$ cat config.mk
export PLATFORM = sky130hd
export DESIGN_NAME = ims_interp_mode_select
export DESIGN_NICKNAME = d
export VERILOG_FILES = /design/src/ims_pkg.sv /design/src/ims_interp_mode_select.sv
export SDC_FILE = /design/constraint.sdc
export NUM_CORES = 2
export LEC_CHECK = 0
export BUFFER_PORTS_ARGS = -buffer_cell sky130_fd_sc_hd__buf_2
export CAP_MARGIN = 30
export CORE_UTILIZATION = 45
export CTS_CLUSTER_SIZE = 14
export DETAILED_ROUTE_END_ITERATION = 12
export GPL_TIMING_DRIVEN = 0
export SYNTH_ARGS = -nofsm -noshare
export SYNTH_HDL_FRONTEND = slang
export SYNTH_SLANG_ARGS = --single-unit
$ cat constraint.sdc
create_clock -name ref_clk_in -period 21.9 [get_ports ref_clk_in]
set_input_delay 4.38 -clock ref_clk_in [delete_from_list [all_inputs] [get_ports ref_clk_in]]
set_output_delay 4.38 -clock ref_clk_in [all_outputs]
set_load 0.01 [all_outputs]
$ cat src/ims_pkg.sv
// Contract
// - Two-fold mode supports complex bandwidth of 80% of input rate.
// - Four-fold mode: converter rate is four times the input rate.
// - Eight-fold mode: converter rate is eight times the input rate.
// - Four-fold via first and second stages gives 50% to 80% bandwidth.
// - Four-fold may bypass first stage, using second and third stages.
// - First stage mode 1 or 3 with premodulation shifts by half input rate.
// - Modes 2,2,1 in eight-fold centre output at input rate, translated by it.
// - Modes 1,1 with third bypassed: four-fold, centred at half rate, untranslated.
// - Each stage runs at twice the rate of the previous stage.
// - Carrier frequency is word over two to 32 times oscillator rate.
// - Usable bandwidth shrinks as centre moves off active stage centres.
// - New carrier word takes effect on 0-to-1 edge of update bit.
// - Oscillator runs at input rate, or twice it with first stage enabled.
`timescale 1ns/1ns
`default_nettype none

package ims_pkg;
	localparam int SAMPLE_W   = 16;
	localparam int CARRIER_W  = 32;
	localparam int PHASE_LUT_W = 3;
	localparam int TCNT_W     = 4;
	localparam int FACTOR_W   = 4;
	localparam int Q_SHIFT    = 15;
	// Stage mode code layout
	localparam int FIRST_SEL_W  = 2;
	localparam int LATER_SEL_W  = 6;
	localparam int FIRST_ODD_BIT = 0;
	localparam int FIRST_MOD_BIT = 1;
	localparam int LATER_MOD_BIT = 2;
	localparam int LATER_MODE_W  = 3;
	// Q15 carrier levels
	localparam logic signed [SAMPLE_W-1:0] Q_ONE  = 16'sh7fff;
	localparam logic signed [SAMPLE_W-1:0] Q_R    = 16'sh5a82;
	localparam logic signed [SAMPLE_W-1:0] Q_ZERO = 16'sh0000;
	localparam logic signed [SAMPLE_W-1:0] Q_NR   = 16'sha57e;
	localparam logic signed [SAMPLE_W-1:0] Q_NONE = 16'sh8001;
	localparam logic signed [SAMPLE_W-1:0] S_MAX  = 16'sh7fff;
	localparam logic signed [SAMPLE_W-1:0] S_MIN  = 16'sh8000;
	localparam logic [FACTOR_W-1:0] FACTOR_ONE = 4'h1;
	localparam logic [TCNT_W-1:0]   T_ONE      = 4'h1;

	function automatic logic [TCNT_W-1:0] low_mask(input logic [1:0] k);
		low_mask = (T_ONE << k) - T_ONE;
	endfunction

	function automatic logic signed [SAMPLE_W-1:0] sat16(input logic signed [32:0] v);
		logic signed [32:0] hi;
		logic signed [32:0] lo;
		hi = S_MAX;
		lo = S_MIN;
		if (v > hi)
			sat16 = S_MAX;
		else if (v < lo)
			sat16 = S_MIN;
		else
			sat16 = v[SAMPLE_W-1:0];
	endfunction

	// Negating full-scale negative would wrap, so clamp it
	function automatic logic signed [SAMPLE_W-1:0] neg_sat(input logic signed [SAMPLE_W-1:0] v);
		neg_sat = (v == S_MIN) ? S_MAX : -v;
	endfunction

	function automatic logic signed [SAMPLE_W-1:0] carrier_cos(input logic [PHASE_LUT_W-1:0] p);
		unique case (p)
			3'h0: carrier_cos = Q_ONE;
			3'h1: carrier_cos = Q_R;
			3'h2: carrier_cos = Q_ZERO;
			3'h3: carrier_cos = Q_NR;
			3'h4: carrier_cos = Q_NONE;
			3'h5: carrier_cos = Q_NR;
			3'h6: carrier_cos = Q_ZERO;
			3'h7: carrier_cos = Q_R;
		endcase
	endfunction

	function automatic logic signed [SAMPLE_W-1:0] carrier_sin(input logic [PHASE_LUT_W-1:0] p);
		carrier_sin = carrier_cos(p - 3'h2);
	endfunction
endpackage

module ims_carrier_nco #(
	parameter int WORD_W = ims_pkg::CARRIER_W
) (
	input  wire logic                                ref_clk_in,
	input  wire logic                                rst_n_in,
	input  wire logic [WORD_W-1:0]                   carrier_step_word_in,
	input  wire logic                                carrier_update_in,
	input  wire logic                                step_in,
	output logic      [WORD_W-1:0]                   active_word_out,
	output logic      [ims_pkg::PHASE_LUT_W-1:0]     phase_out
);
	logic              upd_q;
	logic [WORD_W-1:0] word_q;
	logic [WORD_W-1:0] acc_q;
	logic              upd_rise;

	assign upd_rise = carrier_update_in && !upd_q;

	always_ff @(posedge ref_clk_in or negedge rst_n_in) begin
		if (!rst_n_in)
			upd_q <= 1'b0;
		else
			upd_q <= carrier_update_in;
	end

	always_ff @(posedge ref_clk_in or negedge rst_n_in) begin
		if (!rst_n_in)
			word_q <= '0;
		else if (upd_rise)
			word_q <= carrier_step_word_in;
	end

	// Phase accumulator modulo two to 32
	always_ff @(posedge ref_clk_in or negedge rst_n_in) begin
		if (!rst_n_in)
			acc_q <= '0;
		else if (step_in)
			acc_q <= acc_q + word_q;
	end

	assign active_word_out = word_q;
	assign phase_out       = acc_q[WORD_W-1 -: ims_pkg::PHASE_LUT_W];

	word_apply_a: assert property (@(posedge ref_clk_in) disable iff (!rst_n_in)
		(carrier_update_in && !upd_q) |=> (word_q == $past(carrier_step_word_in)))
		else $error("carrier word not applied on update edge");
	word_hold_a: assert property (@(posedge ref_clk_in) disable iff (!rst_n_in)
		!(carrier_update_in && !upd_q) |=> $stable(word_q))
		else $error("carrier word changed without update edge");
	acc_idle_a: assert property (@(posedge ref_clk_in) disable iff (!rst_n_in)
		(!step_in ##1 step_in) |=> (acc_q == $past(acc_q, 2) + $past(word_q)))
		else $error("accumulator moved off its step");
endmodule // ims_carrier_nco

`default_nettype wire

$ cat src/ims_interp_mode_select.sv
`timescale 1ns/1ns
`default_nettype none

module ims_interp_mode_select (
	input  wire logic                                  ref_clk_in,
	input  wire logic                                  rst_n_in,
	input  wire logic [ims_pkg::FIRST_SEL_W-1:0]       first_stage_mode_sel_in,
	input  wire logic [ims_pkg::LATER_SEL_W-1:0]       second_stage_mode_sel_in,
	input  wire logic [ims_pkg::LATER_SEL_W-1:0]       third_stage_mode_sel_in,
	input  wire logic                                  first_stage_en_in,
	input  wire logic                                  second_stage_en_in,
	input  wire logic                                  third_stage_en_in,
	input  wire logic                                  premod_en_in,
	input  wire logic                                  carrier_en_in,
	input  wire logic [ims_pkg::CARRIER_W-1:0]         carrier_step_word_in,
	input  wire logic                                  carrier_update_in,
	input  wire logic signed [ims_pkg::SAMPLE_W-1:0]   in_i_in,
	input  wire logic signed [ims_pkg::SAMPLE_W-1:0]   in_q_in,
	input  wire logic                                  in_valid_in,
	output logic                                       in_ready_out,
	output logic signed [ims_pkg::SAMPLE_W-1:0]        out_i_out,
	output logic signed [ims_pkg::SAMPLE_W-1:0]        out_q_out,
	output logic                                       out_valid_out,
	output logic                                       underrun_out,
	output logic [ims_pkg::FACTOR_W-1:0]               interp_factor_out,
	output logic [ims_pkg::CARRIER_W-1:0]              active_word_out
);
	localparam int SW = ims_pkg::SAMPLE_W;

	logic [ims_pkg::TCNT_W-1:0] t_q;
	logic [ims_pkg::TCNT_W-1:0] tp_q;
	logic signed [SW-1:0]       x_i_q;
	logic signed [SW-1:0]       x_q_q;
	logic signed [SW-1:0]       out_i_q;
	logic signed [SW-1:0]       out_q_q;
	logic                       underrun_q;
	logic                       valid_q;
	logic [1:0]                 n_active;
	logic [1:0]                 after_first;
	logic [1:0]                 after_second;
	logic                       slot_start;
	logic                       take;
	logic                       nco_step;
	logic [ims_pkg::PHASE_LUT_W-1:0] phase;
	logic                       premod_act;
	logic                       first_mod;
	logic                       second_mod;
	logic                       third_mod;
	logic                       neg_w;
	logic                       premod_par;
	logic signed [SW-1:0]       car_c;
	logic signed [SW-1:0]       car_s;
	logic signed [SW-1:0]       mix_i;
	logic signed [SW-1:0]       mix_q;
	logic [18:0]                cfg_now;
	logic [18:0]                cfg_q;
	logic                       cfg_chg;

	// Checks in flight are void across a configuration change
	assign cfg_now = {first_stage_mode_sel_in, second_stage_mode_sel_in, third_stage_mode_sel_in,
		first_stage_en_in, second_stage_en_in, third_stage_en_in, premod_en_in, carrier_en_in};
	assign cfg_chg = cfg_now != cfg_q;

	always_ff @(posedge ref_clk_in or negedge rst_n_in) begin
		if (!rst_n_in)
			cfg_q <= '0;
		else
			cfg_q <= cfg_now;
	end

	assign first_mod  = first_stage_en_in && first_stage_mode_sel_in[ims_pkg::FIRST_MOD_BIT];
	assign second_mod = second_stage_en_in && second_stage_mode_sel_in[ims_pkg::LATER_MOD_BIT];
	assign third_mod  = third_stage_en_in && third_stage_mode_sel_in[ims_pkg::LATER_MOD_BIT];
	// Pass band follows mode only
	// Non-modulating modes only move the filter centre; responses live outside this block.

	assign premod_act = premod_en_in && first_stage_en_in &&
		first_stage_mode_sel_in[ims_pkg::FIRST_ODD_BIT];

	assign n_active     = 2'(first_stage_en_in) + 2'(second_stage_en_in) + 2'(third_stage_en_in);
	assign after_first  = 2'(second_stage_en_in) + 2'(third_stage_en_in);
	assign after_second = 2'(third_stage_en_in);

	assign interp_factor_out = ims_pkg::FACTOR_ONE << n_active;

	// One converter sample per clock; inputs are taken once per factor cycles
	assign slot_start   = (t_q & ims_pkg::low_mask(n_active)) == '0;
	assign in_ready_out = slot_start;
	assign take         = slot_start && in_valid_in;

	assign nco_step = (t_q & ims_pkg::low_mask(after_first)) == ims_pkg::low_mask(after_first);

	always_ff @(posedge ref_clk_in or negedge rst_n_in) begin
		if (!rst_n_in)
			t_q <= '0;
		else
			t_q <= t_q + ims_pkg::T_ONE;
	end

	always_ff @(posedge ref_clk_in or negedge rst_n_in) begin
		if (!rst_n_in)
			tp_q <= '0;
		else
			tp_q <= t_q;
	end

	// Missing input at a slot sends silence rather than stalling the converter
	always_ff @(posedge ref_clk_in or negedge rst_n_in) begin
		if (!rst_n_in) begin
			x_i_q <= '0;
			x_q_q <= '0;
		end else if (slot_start) begin
			x_i_q <= in_valid_in ? in_i_in : '0;
			x_q_q <= in_valid_in ? in_q_in : '0;
		end
	end

	always_ff @(posedge ref_clk_in or negedge rst_n_in) begin
		if (!rst_n_in)
			underrun_q <= 1'b0;
		else
			underrun_q <= slot_start && !in_valid_in;
	end

	// Each stage signs at its own rate
	always_comb begin
		neg_w = 1'b0;
		if (premod_act)
			neg_w = neg_w ^ tp_q[n_active];
		if (first_mod)
			neg_w = neg_w ^ tp_q[after_first];
		if (second_mod)
			neg_w = neg_w ^ tp_q[after_second];
		if (third_mod)
			neg_w = neg_w ^ tp_q[0];
	end

	ims_carrier_nco #(
		.WORD_W (ims_pkg::CARRIER_W)
	) u_nco (
		.ref_clk_in           (ref_clk_in),
		.rst_n_in             (rst_n_in),
		.carrier_step_word_in (carrier_step_word_in),
		.carrier_update_in    (carrier_update_in),
		.step_in              (nco_step),
		.active_word_out      (active_word_out),
		.phase_out            (phase)
	);

	assign car_c = ims_pkg::carrier_cos(phase);
	assign car_s = ims_pkg::carrier_sin(phase);

	// Complex carrier mix
	// Coarse eight-point carrier keeps area low at the cost of spur level.
	always_comb begin
		logic signed [31:0] p_ic;
		logic signed [31:0] p_qs;
		logic signed [31:0] p_is;
		logic signed [31:0] p_qc;
		logic signed [32:0] s_i;
		logic signed [32:0] s_q;
		p_ic = x_i_q * car_c;
		p_qs = x_q_q * car_s;
		p_is = x_i_q * car_s;
		p_qc = x_q_q * car_c;
		// Concatenation is unsigned, so restore the sign before the arithmetic shift
		s_i = $signed({p_ic[31], p_ic} - {p_qs[31], p_qs}) >>> ims_pkg::Q_SHIFT;
		s_q = $signed({p_is[31], p_is} + {p_qc[31], p_qc}) >>> ims_pkg::Q_SHIFT;
		if (carrier_en_in) begin
			mix_i = ims_pkg::sat16(s_i);
			mix_q = ims_pkg::sat16(s_q);
		end else begin
			mix_i = x_i_q;
			mix_q = x_q_q;
		end
	end

	always_ff @(posedge ref_clk_in or negedge rst_n_in) begin
		if (!rst_n_in) begin
			out_i_q <= '0;
			out_q_q <= '0;
		end else begin
			out_i_q <= neg_w ? ims_pkg::neg_sat(mix_i) : mix_i;
			out_q_q <= neg_w ? ims_pkg::neg_sat(mix_q) : mix_q;
		end
	end

	always_ff @(posedge ref_clk_in or negedge rst_n_in) begin
		if (!rst_n_in)
			valid_q <= 1'b0;
		else
			valid_q <= 1'b1;
	end

	assign out_i_out     = out_i_q;
	assign out_q_out     = out_q_q;
	assign out_valid_out = valid_q;
	assign underrun_out  = underrun_q;

	// Helper for checks: input-rate parity at the taking cycle
	assign premod_par = t_q[n_active];

	rate_two_a: assert property (@(posedge ref_clk_in) disable iff (!rst_n_in || cfg_chg)
		(in_ready_out && first_stage_en_in && !second_stage_en_in && !third_stage_en_in)
		|=> !in_ready_out ##1 in_ready_out)
		else $error("two-fold input spacing wrong");

	rate_four_a: assert property (@(posedge ref_clk_in) disable iff (!rst_n_in || cfg_chg)
		(in_ready_out && interp_factor_out == 4'h4) |=> !in_ready_out[*3] ##1 in_ready_out)
		else $error("four-fold input spacing wrong");

	rate_eight_a: assert property (@(posedge ref_clk_in) disable iff (!rst_n_in || cfg_chg)
		(in_ready_out && interp_factor_out == 4'h8) |=> !in_ready_out[*7] ##1 in_ready_out)
		else $error("eight-fold input spacing wrong");

	nco_double_a: assert property (@(posedge ref_clk_in) disable iff (!rst_n_in || cfg_chg)
		(in_ready_out && first_stage_en_in && second_stage_en_in && !third_stage_en_in)
		|-> ##1 nco_step ##1 !nco_step ##1 nco_step)
		else $error("oscillator not at twice input rate");

	nco_single_a: assert property (@(posedge ref_clk_in) disable iff (!rst_n_in || cfg_chg)
		(in_ready_out && !first_stage_en_in && second_stage_en_in && third_stage_en_in)
		|-> !nco_step[*3] ##1 nco_step)
		else $error("oscillator not at input rate when first stage bypassed");

	premod_sign_a: assert property (@(posedge ref_clk_in) disable iff (!rst_n_in || cfg_chg)
		(take && premod_act && !first_mod && !second_mod && !third_mod && !carrier_en_in &&
			in_i_in != ims_pkg::S_MIN)
		|-> ##2 (out_i_out == ($past(premod_par, 2) ? -$past(in_i_in, 2) : $past(in_i_in, 2))))
		else $error("premodulation sign wrong");

	shift_fin_a: assert property (@(posedge ref_clk_in) disable iff (!rst_n_in || cfg_chg)
		(take && first_stage_en_in && second_stage_en_in && third_stage_en_in &&
			first_stage_mode_sel_in == 2'h2 && second_stage_mode_sel_in == 6'h12 &&
			third_stage_mode_sel_in == 6'h09 && !premod_en_in && !carrier_en_in &&
			in_i_in != ims_pkg::S_MIN)
		|-> ##2 (out_i_out == $past(in_i_in, 2)) ##4 (out_i_out == -$past(in_i_in, 6)))
		else $error("input-rate translation wrong");

	no_shift_a: assert property (@(posedge ref_clk_in) disable iff (!rst_n_in || cfg_chg)
		(take && first_stage_en_in && second_stage_en_in && !third_stage_en_in &&
			first_stage_mode_sel_in == 2'h1 && second_stage_mode_sel_in == 6'h09 &&
			!premod_en_in && !carrier_en_in)
		|-> ##2 (out_i_out == $past(in_i_in, 2)) ##1 (out_i_out == $past(in_i_in, 3)))
		else $error("untranslated mode altered samples");
endmodule // ims_interp_mode_select

`default_nettype wire

Word level (Yosys, flattened, before mapping) --
Memories as Yosys holds them, arrays and structs flattened. Index checks and enable logic that the tools add are counted.
Word-level totals: register bits 139, ROM bits 256, input bits 87, logic and storage cells 78, memories kept 2
Operators by class: add/subtract/negate cells 12, multipliers 4, $lt $le $gt $ge 7, eq/ne operators 3, shift operators 2, muxes and demuxes 22, bitwise logic cells 5, reduce and logical (&&, ||, !) cells 10
Memory list:
- (no name shown) | words 8, bits a word 16, read ports 1, clocked after memory_dff 0, wr ports 0, RTL line ims_pkg.sv:66 | unique case (p)
- (no name shown) | words 8, bits a word 16, read ports 1, clocked after memory_dff 0, wr ports 0, RTL line ims_pkg.sv:66
Operators by type and width (count):
- $mux 16 | 12
- $mul 16x16->32 | 4
- $gt 18x16->1 const B | 2
- $lt 18x16->1 const B | 2
- $add 32x32->33 | 1
- $sub 32x32->33 | 1
- $add 32x32->32 | 1
- $eq 16x16->1 const B | 2
- $neg 16->16 | 2
- $and 4x4->4 | 2
- $mux 1 | 8
- $shl 1x2->4 const A | 2
- $sub 4x1->4 const B | 2
- $logic_and 1x1->1 | 7
- $lt 2x3->1 const B | 2
- $add 1x1->2 | 2
- $add 4x1->4 const B | 1
- $bmux 1 s2 | 2
- $eq 4x4->1 | 1
- $logic_not 4->1 | 1
- $lt 1x3->1 const B | 1
- $sub 3x2->3 const B | 1
- $xor 1x1->1 | 3
- $add 2x1->2 | 1
- $logic_not 1->1 | 2

Logic depth before layout (Yosys ltp) --
word-level depth 12, gate-level depth with buffers 41

Cells and area by module --
From an unflattened synthesis, not the netlist that was laid out.
Second synthesis, totals: cells, all modules 4376, area total of the unflattened synthesis 43724.4 µm²
By module, submodules not included:
- ims_interp_mode_select | times used 1, cells an instance 4004, area an instance 39613.0 µm², sequential area each 1851.8 µm²
- ims_carrier_nco | times used 1, cells an instance 372, area an instance 4111.4 µm², sequential area each 1626.6 µm²

Worst setup path after synthesis --
No wires, ideal clock.
path type flip-flop to flip-flop, start point register u_nco.acc_q[30], end point register out_q_q[11] (netlist: out_q_out[11]), arrival 10636 ps, path slack 11170 ps, stages on the path, launching flop included 36, path buffers 4, clock period less this slack 10730 ps, path through dfrtp_1 -> buf_6 -> inv_1 -> ha_1 -> o21ai_2 -> and2_1 -> clkbuf_1 -> inv_1 -> ha_1 -> or2_2 -> fa_1 -> fa_1 -> fa_1 -> inv_1 -> fa_1 -> inv_1 -> fa_1 -> inv_1 -> fa_1 -> fa_1 -> inv_1 -> ha_1 -> clkbuf_1 -> nor4_1 -> a2111oi_1 -> o211ai_4 -> buf_2 -> a211o_1 -> o211ai_1 -> a21boi_0 -> ha_1 -> o2111ai_1 -> nand4b_1 -> nor4_4 -> nand2_2 -> a211oi_1
On the way: word-level cells in the longest chain between the ends 11, elaborated cells on any way between the ends 15
RTL lines:
- start: declaration | RTL line ims_pkg.sv:96 | logic [WORD_W-1:0] acc_q;
- start signal: assignment | RTL line ims_pkg.sv:120 | acc_q <= acc_q + word_q;
- $sub 3x2->3 | RTL line ims_pkg.sv:79 | carrier_sin = carrier_cos(p - 3'h2);
- $mem_v2 8x16
- $mul 16x16->32 | RTL line ims_interp_mode_select.sv:164 | p_is = x_i_q * car_s;
- $add 32x32->33 (*) | RTL line ims_interp_mode_select.sv:168 | s_q = $signed({p_is[31], p_is} + {p_qc[31], p_qc}) >>> ims_pkg::Q_SHIFT;
- $lt 18x16->1 | RTL line ims_pkg.sv:54 | else if (v < lo)
- $mux 16 | RTL line ims_pkg.sv:54
- $mux 16 (*) | RTL line ims_pkg.sv:52 | if (v > hi)
- $mux 16 (*) | RTL line ims_interp_mode_select.sv:169 | if (carrier_en_in) begin
- $neg 16->16 / $eq 16x16->1 (equally long branches) | RTL line ims_pkg.sv:62 | neg_sat = (v == S_MIN) ? S_MAX : -v;
- $mux 16 | RTL line ims_pkg.sv:62
- $mux 16 (*) | RTL line ims_interp_mode_select.sv:184 | out_q_q <= neg_w ? ims_pkg::neg_sat(mix_q) : mix_q;
- end signal: assignment | RTL line ims_interp_mode_select.sv:184
- end: declaration | RTL line ims_interp_mode_select.sv:35 | logic signed [SW-1:0] out_q_q;
Mark *: on every way between the ends. The rest lies on a longest branch, timed or not. A chain may end at the register's enable or synchronous reset.

Worst setup path in the final report --
Ends and elaborated chain as after synthesis.

==> impl_metrics.xml <==
<?xml version="1.0" encoding="UTF-8"?>
<metrics>
  <group name="setup_path">
    <metric name="critical_path.endpoint_type" unit="">flop</metric>
    <metric name="rrSetupSlack" unit="ns">9.49</metric>
    <metric name="critical-path-slowest-cell" unit="">sky130_fd_sc_hd__clkbuf_1</metric>
    <metric name="criticalPathCategory" unit="">flop to flop</metric>
    <metric name="launch_instance_of_the_worst_register_to_register_path" unit="">u_nco.acc_q[30]$_DFFE_PN0N_</metric>
    <metric name="timing.critical_path.to" unit="">out_q_out[11]$_DFF_PN0_</metric>
    <metric name="critical-path-max-stage-delay" unit="ns">0.72</metric>
    <metric name="crit_path_start" unit="">u_nco.acc_q[30]$_DFFE_PN0N_</metric>
    <metric name="levels_on_crit_path" unit="">37</metric>
    <metric name="worstPathBufferInverterCount" unit="">9</metric>
    <metric name="worstReg2RegEnd" unit="">out_q_out[11]$_DFF_PN0_</metric>
    <metric name="r2r.worst_path.cells" unit="">37</metric>
    <metric name="path_max_fanout" unit="">10</metric>
    <metric name="critical_path.most_common_cell" unit="">sky130_fd_sc_hd__fa_1</metric>
    <metric name="cpLargestDelayFamily" unit="">adder cells</metric>
    <metric name="arrival" unit="ns">12.78</metric>
    <metric name="timing.critical_path.from_type" unit="">flop</metric>
    <metric name="required" unit="ns">22.27</metric>
  </group>
  <group name="synth">
    <metric name="syn_inst" unit="">4244</metric>
    <metric name="synth_top_flop_cell" unit="">sky130_fd_sc_hd__dfrtp_1</metric>
    <metric name="synth_area" unit="sq um">42800</metric>
    <metric name="synth_edf_count" unit="">0</metric>
    <metric name="synth_fp_nets" unit="">5781</metric>
    <metric name="yosysWarningCount" unit="">0</metric>
    <metric name="synthTopCellsByCount" unit="">1261 x sky130_fd_sc_hd__inv_1, 1091 x sky130_fd_sc_hd__fa_1, 359 x sky130_fd_sc_hd__ha_1</metric>
    <metric name="post-synth-top-count-cell" unit="">sky130_fd_sc_hd__inv_1</metric>
    <metric name="synth.ff_latch_count" unit="">139</metric>
    <metric name="synth.lib_cells_used.distinct" unit="">100</metric>
    <metric name="yosys.area.top_type" unit="">sky130_fd_sc_hd__fa_1</metric>
    <metric name="postSynthAreaPerCell" unit="sq um">10.1</metric>
    <metric name="yosys-top-cells-area" unit="">sky130_fd_sc_hd__fa_1 51%, sky130_fd_sc_hd__inv_1 11%, sky130_fd_sc_hd__ha_1 10%</metric>
    <metric name="seq_area_frac_synth" unit="">0.0812</metric>
    <metric name="share_of_async_settable_or_async_resettable_flops_after_synthesis" unit="">1.00</metric>
    <metric name="synth_largest_type_area_fraction" unit="">0.510</metric>
  </group>
  <group name="global_routing">
    <metric name="largest_net_degree_at_the_start_of_global_routing" unit="">93</metric>
    <metric name="globalRoute.totalOverflow" unit="">0</metric>
    <metric name="initial_antenna_violation_count" unit="">17</metric>
    <metric name="grt_use_total" unit="">0.265</metric>
    <metric name="grt_pass1_vias" unit="">31700</metric>
    <metric name="wire_length_of_the_first_global_routing_pass" unit="um">190000</metric>
  </group>
  <group name="die">
    <metric name="start_util" unit="">0.457</metric>
    <metric name="floorplan.io_pins" unit="">158</metric>
    <metric name="die_h" unit="um">311</metric>
    <metric name="floorplan.rows" unit="">112</metric>
    <metric name="core-area" unit="sq um">93700</metric>
    <metric name="die_width" unit="um">311</metric>
    <metric name="design.die.area" unit="sq um">96400</metric>
  </group>
  <group name="clock_tree">
    <metric name="tritoncts.num_buffers" unit="">17</metric>
    <metric name="cts_max_path_buffers" unit="">2</metric>
    <metric name="clock_sink_count" unit="">139</metric>
    <metric name="cts_setup_buffers" unit="">0</metric>
    <metric name="postCtsResizedCells" unit="">0</metric>
    <metric name="clk_pin_slew" unit="ns">0.07</metric>
    <metric name="cts_root_buf" unit="">sky130_fd_sc_hd__clkbuf_16</metric>
    <metric name="tritoncts" unit="">built</metric>
    <metric name="htree_levels" unit="">4</metric>
    <metric name="cts_hold_buf" unit="">0</metric>
    <metric name="clock_insertion_delay_worst_skew" unit="ns">0.48</metric>
  </group>
  <group name="placed_design">
    <metric name="port-buffer-count" unit="">146</metric>
    <metric name="finalWeightedCongestion" unit="">0.988</metric>
    <metric name="half_perimeter_wire_length_of_the_detailed_placement_result" unit="um">107000</metric>
  </group>
  <group name="final_layout">
    <metric name="final_net_count" unit="">5971</metric>
    <metric name="postLayoutCoreUtil" unit="">0.493</metric>
    <metric name="synthesis_to_finish_area_growth" unit="%">7.86</metric>
    <metric name="drive_above_1_share" unit="">0.0722</metric>
  </group>
  <group name="sta">
    <metric name="fmax" unit="MHz">80.6</metric>
    <metric name="timing_hold_violations_final" unit="">0</metric>
    <metric name="timing.clock.skew" unit="ns">0.0181</metric>
    <metric name="setup-tns-final" unit="ns">0</metric>
    <metric name="finalMaxSlewViolations" unit="">0</metric>
    <metric name="worst_pin_slew" unit="ns">1.04</metric>
    <metric name="final_min_period_over_clock_period" unit="">0.567</metric>
    <metric name="final-setup-viol-count" unit="">0</metric>
    <metric name="finalCriticalPeriod" unit="ns">12.41</metric>
    <metric name="grt_setup_unrepaired" unit="">false</metric>
    <metric name="hold-worst-slack" unit="ns">0.413</metric>
    <metric name="relSlewSlack" unit="">0.304</metric>
  </group>
  <group name="min_path">
    <metric name="timing.hold.worst.class" unit="">flop to flop</metric>
    <metric name="worst_hold_start" unit="">t_q[3]$_DFF_PN0_</metric>
  </group>
  <group name="drt">
    <metric name="post_drt_wl_per_cell" unit="um">21.1</metric>
    <metric name="detail_route.wirelength" unit="um">121000</metric>
    <metric name="route.detailed.vias_per_inst" unit="">5.11</metric>
    <metric name="detail-route-antenna-nets" unit="">0</metric>
    <metric name="initialDrtViolationCount" unit="">1785</metric>
    <metric name="num_vias" unit="">29100</metric>
    <metric name="post-route-drc-count" unit="">0</metric>
    <metric name="dr.pass1.iters" unit="">6</metric>
  </group>
  <group name="job">
    <metric name="cap_viol_max_count" unit="">0</metric>
  </group>
  <group name="status">
    <metric name="outcome" unit="">finished clean</metric>
  </group>
</metrics>
==> cell families after synthesis <==
group,synth area share
buf+inv,0.121
simple gates,0.0774
fa+ha+maj,0.615
compound gates,0.0610
xor+xnor,0.0315
mux,0.0121
flops,0.0812
other cells,0.0000875
==> per-layer routing <==
| layer | wire, um | global-route usage | vias up |
|---|---|---|---|
| li1 | - | - | 12900 |
| met1 | 49400 | 0.354 | 15100 |
| met2 | 57500 | 0.429 | 935 |
| met3 | 10700 | 0.0752 | 122 |
| met4 | 2880 | 0.0584 | 22 |
| met5 | 129 | 0 | - |
==> state kept, by name (all words and copies together), names as in the netlist <==
signal                 cells
out_i_out                 16
out_q_out                 16
out_valid_out              1
t_q                        4
tp_q                       4
u_nco.acc_q               32
u_nco.active_word_out     32
u_nco.upd_q                1
underrun_out               1
x_i_q                     16
x_q_q                     16
==> worst min path at each step <==
stage	to	slack (ns)	cells after the start
floorplan	tp_q[3]$_DFF_PN0_	0.37	0
global placement	tp_q[3]$_DFF_PN0_	0.39	0
detailed placement	tp_q[3]$_DFF_PN0_	0.38	0
CTS	tp_q[3]$_DFF_PN0_	0.42	0
global route	tp_q[3]$_DFF_PN0_	0.43	0
finish	tp_q[3]$_DFF_PN0_	0.41	0
==> placed cells by master (no fill, tap or decap), types with 46 or more instances in the layout <==
master	Yosys	layout
sky130_fd_sc_hd__xor2_1	46	46
sky130_fd_sc_hd__buf_2	6	151
sky130_fd_sc_hd__a21oi_1	83	83
sky130_fd_sc_hd__nand2_1	321	321
sky130_fd_sc_hd__ha_1	359	359
sky130_fd_sc_hd__clkbuf_1	104	102
sky130_fd_sc_hd__fa_1	1091	1091
sky130_fd_sc_hd__o21ai_0	93	93
sky130_fd_sc_hd__dfrtp_1	139	139
sky130_fd_sc_hd__inv_1	1261	1261
sky130_fd_sc_hd__xnor2_1	97	97
sky130_fd_sc_hd__nor2_1	116	116
sky130_fd_sc_hd__and2_1	112	112
==> per-stage QoR <==
stage,instances,worst slack (ns),area (sq um)
after floorplan,4244,11.17,42800
after global placement,5644,8.58,45100
after detailed placement,5667,9.57,45600
after CTS,5699,9.50,46200
after global routing,5702,8.81,46200
final,5707,9.49,46200
==> final cells by class <==
class,count,area (sq um)
clock inverter,15,195
timing repair buffer,171,1160
inverter,1265,4750
tap,1254,1570
multi-input combinational,2726,34200
sequential,139,3480
antenna,6,15.0
buffer,114,453
fill,8835,47500
clock buffer,17,425
Power is not shown: default switching activity piles up to over one toggle a cycle in this logic, so the estimate is an artifact.
